### src/inc/dgp_pkg.sv
// Package: register map, field positions and types of the dual GPIO port block
package dgp_pkg;
  // ----------------------------------------------------------------
  // Register offsets
  // ----------------------------------------------------------------
  localparam logic [3:0] ADR_PA_DATA = 4'h0;
  localparam logic [3:0] ADR_PB_DATA = 4'h1;
  localparam logic [3:0] ADR_PA_DIR = 4'h4;
  localparam logic [3:0] ADR_PB_DIR = 4'h5;
  localparam logic [3:0] ADR_PA_PUE = 4'hB;
  localparam logic [3:0] ADR_PB_PUE = 4'hC;
  localparam logic [3:0] ADR_STATUS = 4'hD;
  // ----------------------------------------------------------------
  // Widths and field positions
  // ----------------------------------------------------------------
  localparam int PA_W = 6;
  localparam int PB_W = 8;
  localparam int BIT_PA_IN_ONLY = 2;
  localparam int BIT_PA_CLKPIN = 4;
  localparam int BIT_AWU = 6;
  localparam int BIT_CLKOUT_EN = 7;
  localparam int BIT_ST_INTPIN = 0;
  localparam int BIT_ST_CLKOUT = 1;
  // ----------------------------------------------------------------
  // Reset values
  // ----------------------------------------------------------------
  localparam logic [5:0] RST_PA_DIR = 6'h00;
  localparam logic [7:0] RST_PB_DIR = 8'h00;
  localparam logic [5:0] RST_PA_PUE = 6'h00;
  localparam logic [7:0] RST_PB_PUE = 8'h00;
  localparam logic RST_CLKOUT_EN = 1'b0;
  // ----------------------------------------------------------------
  // Oscillator modes
  // ----------------------------------------------------------------
  typedef enum logic [1:0] {
    OSC_INTERNAL = 2'b00,
    OSC_EXTCLK = 2'b01,
    OSC_RC = 2'b10,
    OSC_XTAL = 2'b11
  } dgp_osc_t;
  // ----------------------------------------------------------------
  // Carriers
  // ----------------------------------------------------------------
  typedef struct packed {
    logic [3:0] addr;
    logic [7:0] wdata;
    logic wr;
    logic rd;
  } dgp_bus_t;
  typedef struct packed {
    logic [5:0] pa_data;
    logic [5:0] pa_dir;
    logic [5:0] pa_pue;
    logic clkout_en;
    logic [7:0] pb_data;
    logic [7:0] pb_dir;
    logic [7:0] pb_pue;
    logic [7:0] rdata;
    logic [5:0] pa_out;
    logic [5:0] pa_oe;
    logic [5:0] pa_pu;
    logic [7:0] pb_out;
    logic [7:0] pb_oe;
    logic [7:0] pb_pu;
    logic int_pin;
  } dgp_state_t;
endpackage : dgp_pkg

### src/core/dgp_top.sv
// Dual GPIO port block: port A (6 pins) and port B (8 pins) with register port
//
// Added by the designer: the strobed register port.
`timescale 1ns/10ps
`default_nettype none
module dgp_top (
  input wire logic I_REF_CLK,
  input wire logic I_RST_N,
  input wire dgp_pkg::dgp_bus_t I_BUS,
  output logic [7:0] O_RDATA,
  input wire logic [5:0] I_PA_PIN,
  output logic [5:0] O_PA_OUT,
  output logic [5:0] O_PA_OE,
  output logic [5:0] O_PA_PU,
  input wire logic [7:0] I_PB_PIN,
  output logic [7:0] O_PB_OUT,
  output logic [7:0] O_PB_OE,
  output logic [7:0] O_PB_PU,
  input wire dgp_pkg::dgp_osc_t I_OSC_MODE,
  input wire logic I_OSC_CLK,
  input wire logic I_INT_PIN_FN_EN,
  input wire logic I_AWU_LATCH,
  input wire logic [5:0] I_KEYPAD_EN,
  output logic [5:0] O_KEYPAD_IN,
  output logic O_INT_PIN_LEVEL
);
  import dgp_pkg::*;

  dgp_state_t s_q;
  dgp_state_t s_d;
  logic clkout_act;
  logic [5:0] pa_oe_n;
  logic [5:0] pa_rd;
  logic [7:0] pb_rd;

  // ----------------------------------------------------------------
  // Pin control and read-back
  // ----------------------------------------------------------------
  always_comb begin
    clkout_act = s_q.clkout_en && (I_OSC_MODE == OSC_INTERNAL || I_OSC_MODE == OSC_RC);
    for (int i = 0; i < PA_W; i++) begin
      pa_rd[i] = s_q.pa_dir[i] ? s_q.pa_data[i] : I_PA_PIN[i];
    end
    pa_rd[BIT_PA_IN_ONLY] = I_INT_PIN_FN_EN ? 1'b0 : I_PA_PIN[BIT_PA_IN_ONLY];
    for (int i = 0; i < PB_W; i++) begin
      pb_rd[i] = s_q.pb_dir[i] ? s_q.pb_data[i] : I_PB_PIN[i];
    end
    pa_oe_n = s_q.pa_dir;
    pa_oe_n[BIT_PA_IN_ONLY] = 1'b0;
  end

  // ----------------------------------------------------------------
  // Next state
  // ----------------------------------------------------------------
  always_comb begin
    s_d = s_q;
    if (I_BUS.wr) begin
      case (I_BUS.addr)
        ADR_PA_DATA: begin
          s_d.pa_data = I_BUS.wdata[5:0];
        end
        ADR_PB_DATA: begin
          s_d.pb_data = I_BUS.wdata;
        end
        ADR_PA_DIR: begin
          s_d.pa_dir = I_BUS.wdata[5:0];
        end
        ADR_PB_DIR: begin
          s_d.pb_dir = I_BUS.wdata;
        end
        ADR_PA_PUE: begin
          s_d.pa_pue = I_BUS.wdata[5:0];
          s_d.clkout_en = I_BUS.wdata[BIT_CLKOUT_EN];
        end
        ADR_PB_PUE: begin
          s_d.pb_pue = I_BUS.wdata;
        end
        default: begin
          s_d.pa_pue = s_q.pa_pue;
        end
      endcase
    end
    s_d.int_pin = I_INT_PIN_FN_EN ? I_PA_PIN[BIT_PA_IN_ONLY] : 1'b1;
    s_d.rdata = 8'h00;
    if (I_BUS.rd) begin
      case (I_BUS.addr)
        ADR_PA_DATA: begin
          s_d.rdata = {1'b0, I_AWU_LATCH, pa_rd};
        end
        ADR_PB_DATA: begin
          s_d.rdata = pb_rd;
        end
        ADR_PA_DIR: begin
          s_d.rdata = {2'b00, s_q.pa_dir};
        end
        ADR_PB_DIR: begin
          s_d.rdata = s_q.pb_dir;
        end
        ADR_PA_PUE: begin
          s_d.rdata = {s_q.clkout_en, 1'b0, s_q.pa_pue};
        end
        ADR_PB_PUE: begin
          s_d.rdata = s_q.pb_pue;
        end
        ADR_STATUS: begin
          s_d.rdata = {6'h00, clkout_act, s_d.int_pin};
        end
        default: begin
          s_d.rdata = 8'h00;
        end
      endcase
    end
    s_d.pa_out = s_q.pa_data;
    s_d.pa_oe = pa_oe_n;
    s_d.pa_pu = s_q.pa_pue & ~s_q.pa_dir;
    if (clkout_act) begin
      s_d.pa_out[BIT_PA_CLKPIN] = I_OSC_CLK;
      s_d.pa_oe[BIT_PA_CLKPIN] = 1'b1;
      s_d.pa_pu[BIT_PA_CLKPIN] = 1'b0;
    end
    s_d.pb_out = s_q.pb_data;
    s_d.pb_oe = s_q.pb_dir;
    s_d.pb_pu = s_q.pb_pue & ~s_q.pb_dir;
  end

  // ----------------------------------------------------------------
  // State register; data latches keep their value through reset
  // ----------------------------------------------------------------
  always_ff @(posedge I_REF_CLK) begin
    s_q <= s_d;
    if (!I_RST_N) begin
      s_q.pa_dir <= RST_PA_DIR;
      s_q.pb_dir <= RST_PB_DIR;
      s_q.pa_pue <= RST_PA_PUE;
      s_q.pb_pue <= RST_PB_PUE;
      s_q.clkout_en <= RST_CLKOUT_EN;
      s_q.rdata <= 8'h00;
      s_q.pa_oe <= 6'h00;
      s_q.pb_oe <= 8'h00;
      s_q.pa_pu <= 6'h00;
      s_q.pb_pu <= 8'h00;
      s_q.pa_out <= 6'h00;
      s_q.pb_out <= 8'h00;
      s_q.int_pin <= 1'b1;
      s_q.pa_data <= s_q.pa_data;
      s_q.pb_data <= s_q.pb_data;
    end
  end

  // ----------------------------------------------------------------
  // Keypad interrupt pin taps
  // ----------------------------------------------------------------
  logic [5:0] kbi_q;
  always_ff @(posedge I_REF_CLK) begin
    if (!I_RST_N) begin
      kbi_q <= 6'h00;
    end else begin
      kbi_q <= I_PA_PIN & I_KEYPAD_EN;
    end
  end

  assign O_RDATA = s_q.rdata;
  assign O_PA_OUT = s_q.pa_out;
  assign O_PA_OE = s_q.pa_oe;
  assign O_PA_PU = s_q.pa_pu;
  assign O_PB_OUT = s_q.pb_out;
  assign O_PB_OE = s_q.pb_oe;
  assign O_PB_PU = s_q.pb_pu;
  assign O_KEYPAD_IN = kbi_q;
  assign O_INT_PIN_LEVEL = s_q.int_pin;
endmodule : dgp_top
`default_nettype wire

### config.mk
export PLATFORM = sky130hd
export DESIGN_NAME = dgp_top
export DESIGN_NICKNAME = d
export VERILOG_FILES = /design/src/inc/dgp_pkg.sv /design/src/core/dgp_top.sv
export SDC_FILE = /design/constraint.sdc
export NUM_CORES = 1
export LEC_CHECK = 0
export BUFFER_PORTS_ARGS = -buffer_cell sky130_fd_sc_hd__buf_2
export CORE_UTILIZATION = 45
export CTS_BUF_LIST = sky130_fd_sc_hd__clkbuf_16
export DETAILED_ROUTE_END_ITERATION = 6
export GPL_TIMING_DRIVEN = 0
export PLACE_DENSITY = 0.68
export SKIP_CTS_REPAIR_TIMING = 1
export SLEW_MARGIN = 25
export SYNTH_ARGS = -nofsm -noshare
export SYNTH_HDL_FRONTEND = slang
export SYNTH_SLANG_ARGS = --single-unit
### constraint.sdc
create_clock -name I_REF_CLK -period 3.7 [get_ports I_REF_CLK]
set_clock_uncertainty 0.2 [all_clocks]
set_input_delay 0.74 -clock I_REF_CLK [delete_from_list [all_inputs] [get_ports I_REF_CLK]]
set_output_delay 0.74 -clock I_REF_CLK [all_outputs]
set_load 0.02 [all_outputs]
Word level (Yosys, flattened, before mapping)

Index checks and enable logic that the tools add are counted.

Bits in registers: 100
Bits in latches: 0
Bits in writable memories: 0
ROM bits: 0
Input bits: 41
Memories kept: 0

$add $sub $neg: 0
$mul: 0
Div/mod/pow operators: 0
Order comparisons: 0
Equal/unequal tests: 7
Shift operators: 0
Mux-type cells: 18
Bitwise logic cells: 6
Reductions and logical operators: 12

Operators by type and width:

| operator                                                              | count |
|---|---|
| 8-bit one-hot mux with 7 select lines                                 | 1 |
| 1-bit two-way mux                                                     | 17 |
| 6-bit AND                                                             | 2 |
| 4-bit equality test, second input constant                            | 3 |
| 2-bit AND reduction                                                   | 5 |
| 8-bit AND                                                             | 1 |
| 4-bit by 3-bit equality test with 1-bit output, second input constant | 2 |
| 8-bit NOT                                                             | 1 |
| 6-bit NOT                                                             | 1 |
| 3-bit AND reduction                                                   | 2 |
| 4-bit by 1-bit equality test with 1-bit output, second input constant | 1 |
| 4-bit logical NOT                                                     | 1 |
| 2-bit equality test, second input constant                            | 1 |
| 2-bit logical NOT                                                     | 1 |
| 2-bit OR reduction                                                    | 1 |
| 1-bit logical AND                                                     | 1 |
| 1-bit logical OR                                                      | 1 |
| 1-bit NOT                                                             | 1 |

Depth between registers and ports, before layout

Depth after elaboration: 4
Gate-level depth with buffers: 6

Least setup slack after synthesis

No wires, ideal clock.

Path type: in2reg
From: input I_BUS[10] in the netlist's numbering
To: register s_q, in the netlist s_d[17], enable pin
Library setup time: 0.332 ns
Data arrival time: 1.695 ns
Slack: 1.473 ns
Stages on the path: 4
Path buffers: 1
Cells stage by stage: clkbuf_2 -> inv_1 -> nor4_4 -> and3_1

Word-level cells in the longest chain between the ends: 2

RTL lines:

| what                                           | RTL line      | source |
|---|---|---|
| from (decl)                                    | dgp_top.sv:9  | `input wire dgp_pkg::dgp_bus_t I_BUS,` |
| 4-bit by 1-bit equality test with 1-bit output | dgp_top.sv:58 | `case (I_BUS.addr)` |
| 3-bit AND reduction (no line)                  | -             |  |
| to (decl)                                      | dgp_top.sv:29 | `dgp_state_t s_q;` |

Every way passes these cells.
A chain may end at the register's enable or synchronous reset.

Final worst setup path

From: input I_BUS[12] in the netlist's numbering
To: register s_q[92] in the netlist's numbering, enable pin

Word-level cells in the longest chain between the ends: 2

RTL lines:

| what                          | RTL line |
|---|---|
| 4-bit logical NOT             | dgp_top.sv:58 |
| 3-bit AND reduction (no line) | - |

Every way passes these cells.

==> results by group <==
Status
  – Status: finished clean

Global routing
  – GR Overflow Total: 0
  – Pin count of the biggest net entering global routing: 17
  – Total track usage: 19.8%
  – First-pass GRT wire length: 14.3 mm
  – Vias in the first global route: 2,766
  – Initial antenna violation count: 0

Clock network
  – CTS buffer count: 9
  – Worst-case clock buffer depth: 2
  – H-tree levels: 3
  – CTS tree: built
  – Num Clock Sinks: 99
  – Root buf cell: clkbuf_16
  – Clock Pin Slew Worst Setup and Hold Paths: 60 ps
  – Worst-Skew Late Latency: 340 ps

Finish
  – Nets: 510
  – N_diodes: 0
  – Final Cell Area: 4990 um2
  – Share of layout cells above drive strength 1: 38.8%
  – Area grow syn2layout: 22.1%
  – Fin cells: 582

Synth
  – Synth top area cells: dfxtp_1, edfxtp_1, buf_4
  – Synth Instances: 367
  – Unique masters post-synth: 45
  – Top cell type's share of synthesized area: 41.6%
  – Number of synthesized flops with an enable pin: 14
  – Mapped Area: 4090 um2
  – Area leader, netlist: dfxtp_1
  – Avg Inst Size Synth: 11.1 um2
  – Synthesized Nets: 408
  – Warnings, synthesis: 0
  – Post-synth top cells: dfxtp_1, buf_4, nor2b_1
  – Most instantiated library cell after synthesis: dfxtp_1
  – Synth Flop Type: dfxtp_1
  – Post-synthesis sequential area ratio: 51.9%
  – Async S/R FF share, synth: 0%
  – Synthesis-stage register bit count: 99

Die
  – Starting Density: 46.7%
  – Height of the die: 97.3 um
  – Chip width: 97.3 um
  – Core Footprint: 8760 um2
  – Placement row count: 34
  – Die ar.: 9470 um2
  – I/O pins: 98

Critical path
  – Most frequent cell on the critical path: buf_2
  – Crit path max fanout: 10
  – RR Endpoint: O_RDATA[6]
  – CP required: 3500 ps
  – Slowest stage delay, CP: 640 ps
  – CP startpoint: I_BUS[12]
  – Reg2reg setup slack: 2100 ps
  – Crit path DAT: 2240 ps
  – Crit path kind: in2reg
  – Crit end category: flip-flop
  – Slowest stage cell, crit path: nor4_2
  – R2R depth: 3
  – WP buf/inv: 2
  – CP delay by family, top: simple AND/OR/NAND/NOR gates
  – R2R Path Start: s_d[15]
  – Crit-path cells: buf_2, buf_2, nor4_2, and3_1
  – Worst Setup Start Kind: input port

Routing
  – Post-route ant nets: 0
  – Drt drc: 0
  – DR pass1 iterations: 4
  – Via/cell ratio: 4.96
  – WL final: 9.17 mm
  – Vias: 2,889
  – Drt wl/cell: 15.8 um
  – 1st-iter DRT viols: 91

STA
  – Hold_ws: 264 ps
  – RSZ-0062 raised after global routing: no
  – Final hold violations: 0
  – Final Cycle Share: 66.0%
  – Finish-stage setup viols: 0
  – Max_slew headroom: 44.0%
  – Final Critical Period: 2440 ps
  – Peak Freq: 410 MHz
  – Final worst slack: 1260 ps
  – Slew of the pin with the lowest slew margin: 833 ps
  – Slew Viols, Final: 0
  – Setup TNS: 0 ps

Min path
  – Worst hold path class: reg2reg
  – Hold Path Stages: 1
  – HP Start: s_d[22]
  – Hold endpoint: O_PB_OUT[5]

Place
  – HPWL Detailed: 6.50 mm
  – GP Congestion: 0.908
  – PortBufs: 91
  – Pre-CTS setup slack: 916 ps
  – Post-placement cell count: 566
  – Placed cell area: 4680 um2

Run
  – Max cap viols: 0

Pwr
  – Worst vdd ir: 0.000209 V
  – Leakage: 2.37 nW
  – PD cells: 446 nW/um2
## kinds of logic after synthesis
family	count (synthesis)	share of synthesized area [%]
mux	46	11.7
compound gates	27	4.74
flops	99	51.9
other cells	1	0.0917
simple gates	125	20.1
buf+inv	69	11.5
## routing by layer
metal / GRT usage [%] / vias up / wire [um]
met5: 0 / - / 0
met4: 7.13 / 0 / 159
met3: 4.96 / 16 / 626
met2: 32.2 / 109 / 4320
met1: 25.5 / 1343 / 4060
li1: - / 1421 / -
## layout by cell type, fill, tap and decap left out, types with 12 or more instances in the layout
cell / synthesis / final
buf_2: 3 / 94
dfxtp_1: 85 / 85
buf_4: 51 / 51
nor2b_1: 37 / 37
mux2i_1: 31 / 31
and2_1: 26 / 26
mux2_2: 15 / 15
edfxtp_1: 14 / 14
and3b_1: 13 / 13
and3_1: 12 / 12
nand2_1: 12 / 12
## worst max path at each step
stage | to | slack (ps) | cells past startpoint
floorplan | s_d[17] | 1470 | 4
global placement | s_d[40] | 870 | 4
detailed placement | s_d[40] | 920 | 4
CTS | s_q[92] | 1270 | 4
global route | s_q[92] | 1210 | 4
finish | s_q[92] | 1260 | 4
## through the flow
step           power (W)  util [%]
6_report         0.00223      57.0
5_1_grt          0.00229      57.0
4_1_cts          0.00224      57.0
3_5_place_dp     0.00129      53.4
3_3_place_gp     0.00129      53.4
2_1_floorplan    0.00123         -
## flip-flops by register name, indices dropped and copies added (netlist names)
register         cells
O_PB_OE              8
O_PA_OE              5
pa_oe_n              5
O_RDATA              8
O_PB_OUT             8
O_KEYPAD_IN          6
s_q                 17
s_d                 21
O_PA_PU              6
O_PA_OUT             6
O_PB_PU              8
O_INT_PIN_LEVEL      1
## power by group
group | leakage (nW) | switching [W] | internal [W]
Combinational | 1.40 | 0.0000865 | 0.0000659
Sequential | 0.817 | 0.00000705 | 0.00111
Clock | 0.159 | 0.000397 | 0.000564
## final cells by class
cell class,instances,area [um2]
repair buffers,91,455
inverters,2,7.51
fillers,763,3770
flip-flops and latches,99,2120
well taps,108,135
clock buffers,10,250
clock inverters,6,61.3
plain buffers,67,463
multi-input cells,199,1500
## worst reg2reg max path: stages (launching register included)
cell and delay, ps:
dfxtp_1 410, mux2_2 370, a222oi_1 400, nor2_1 100
Power figures use the tool's default switching activity.
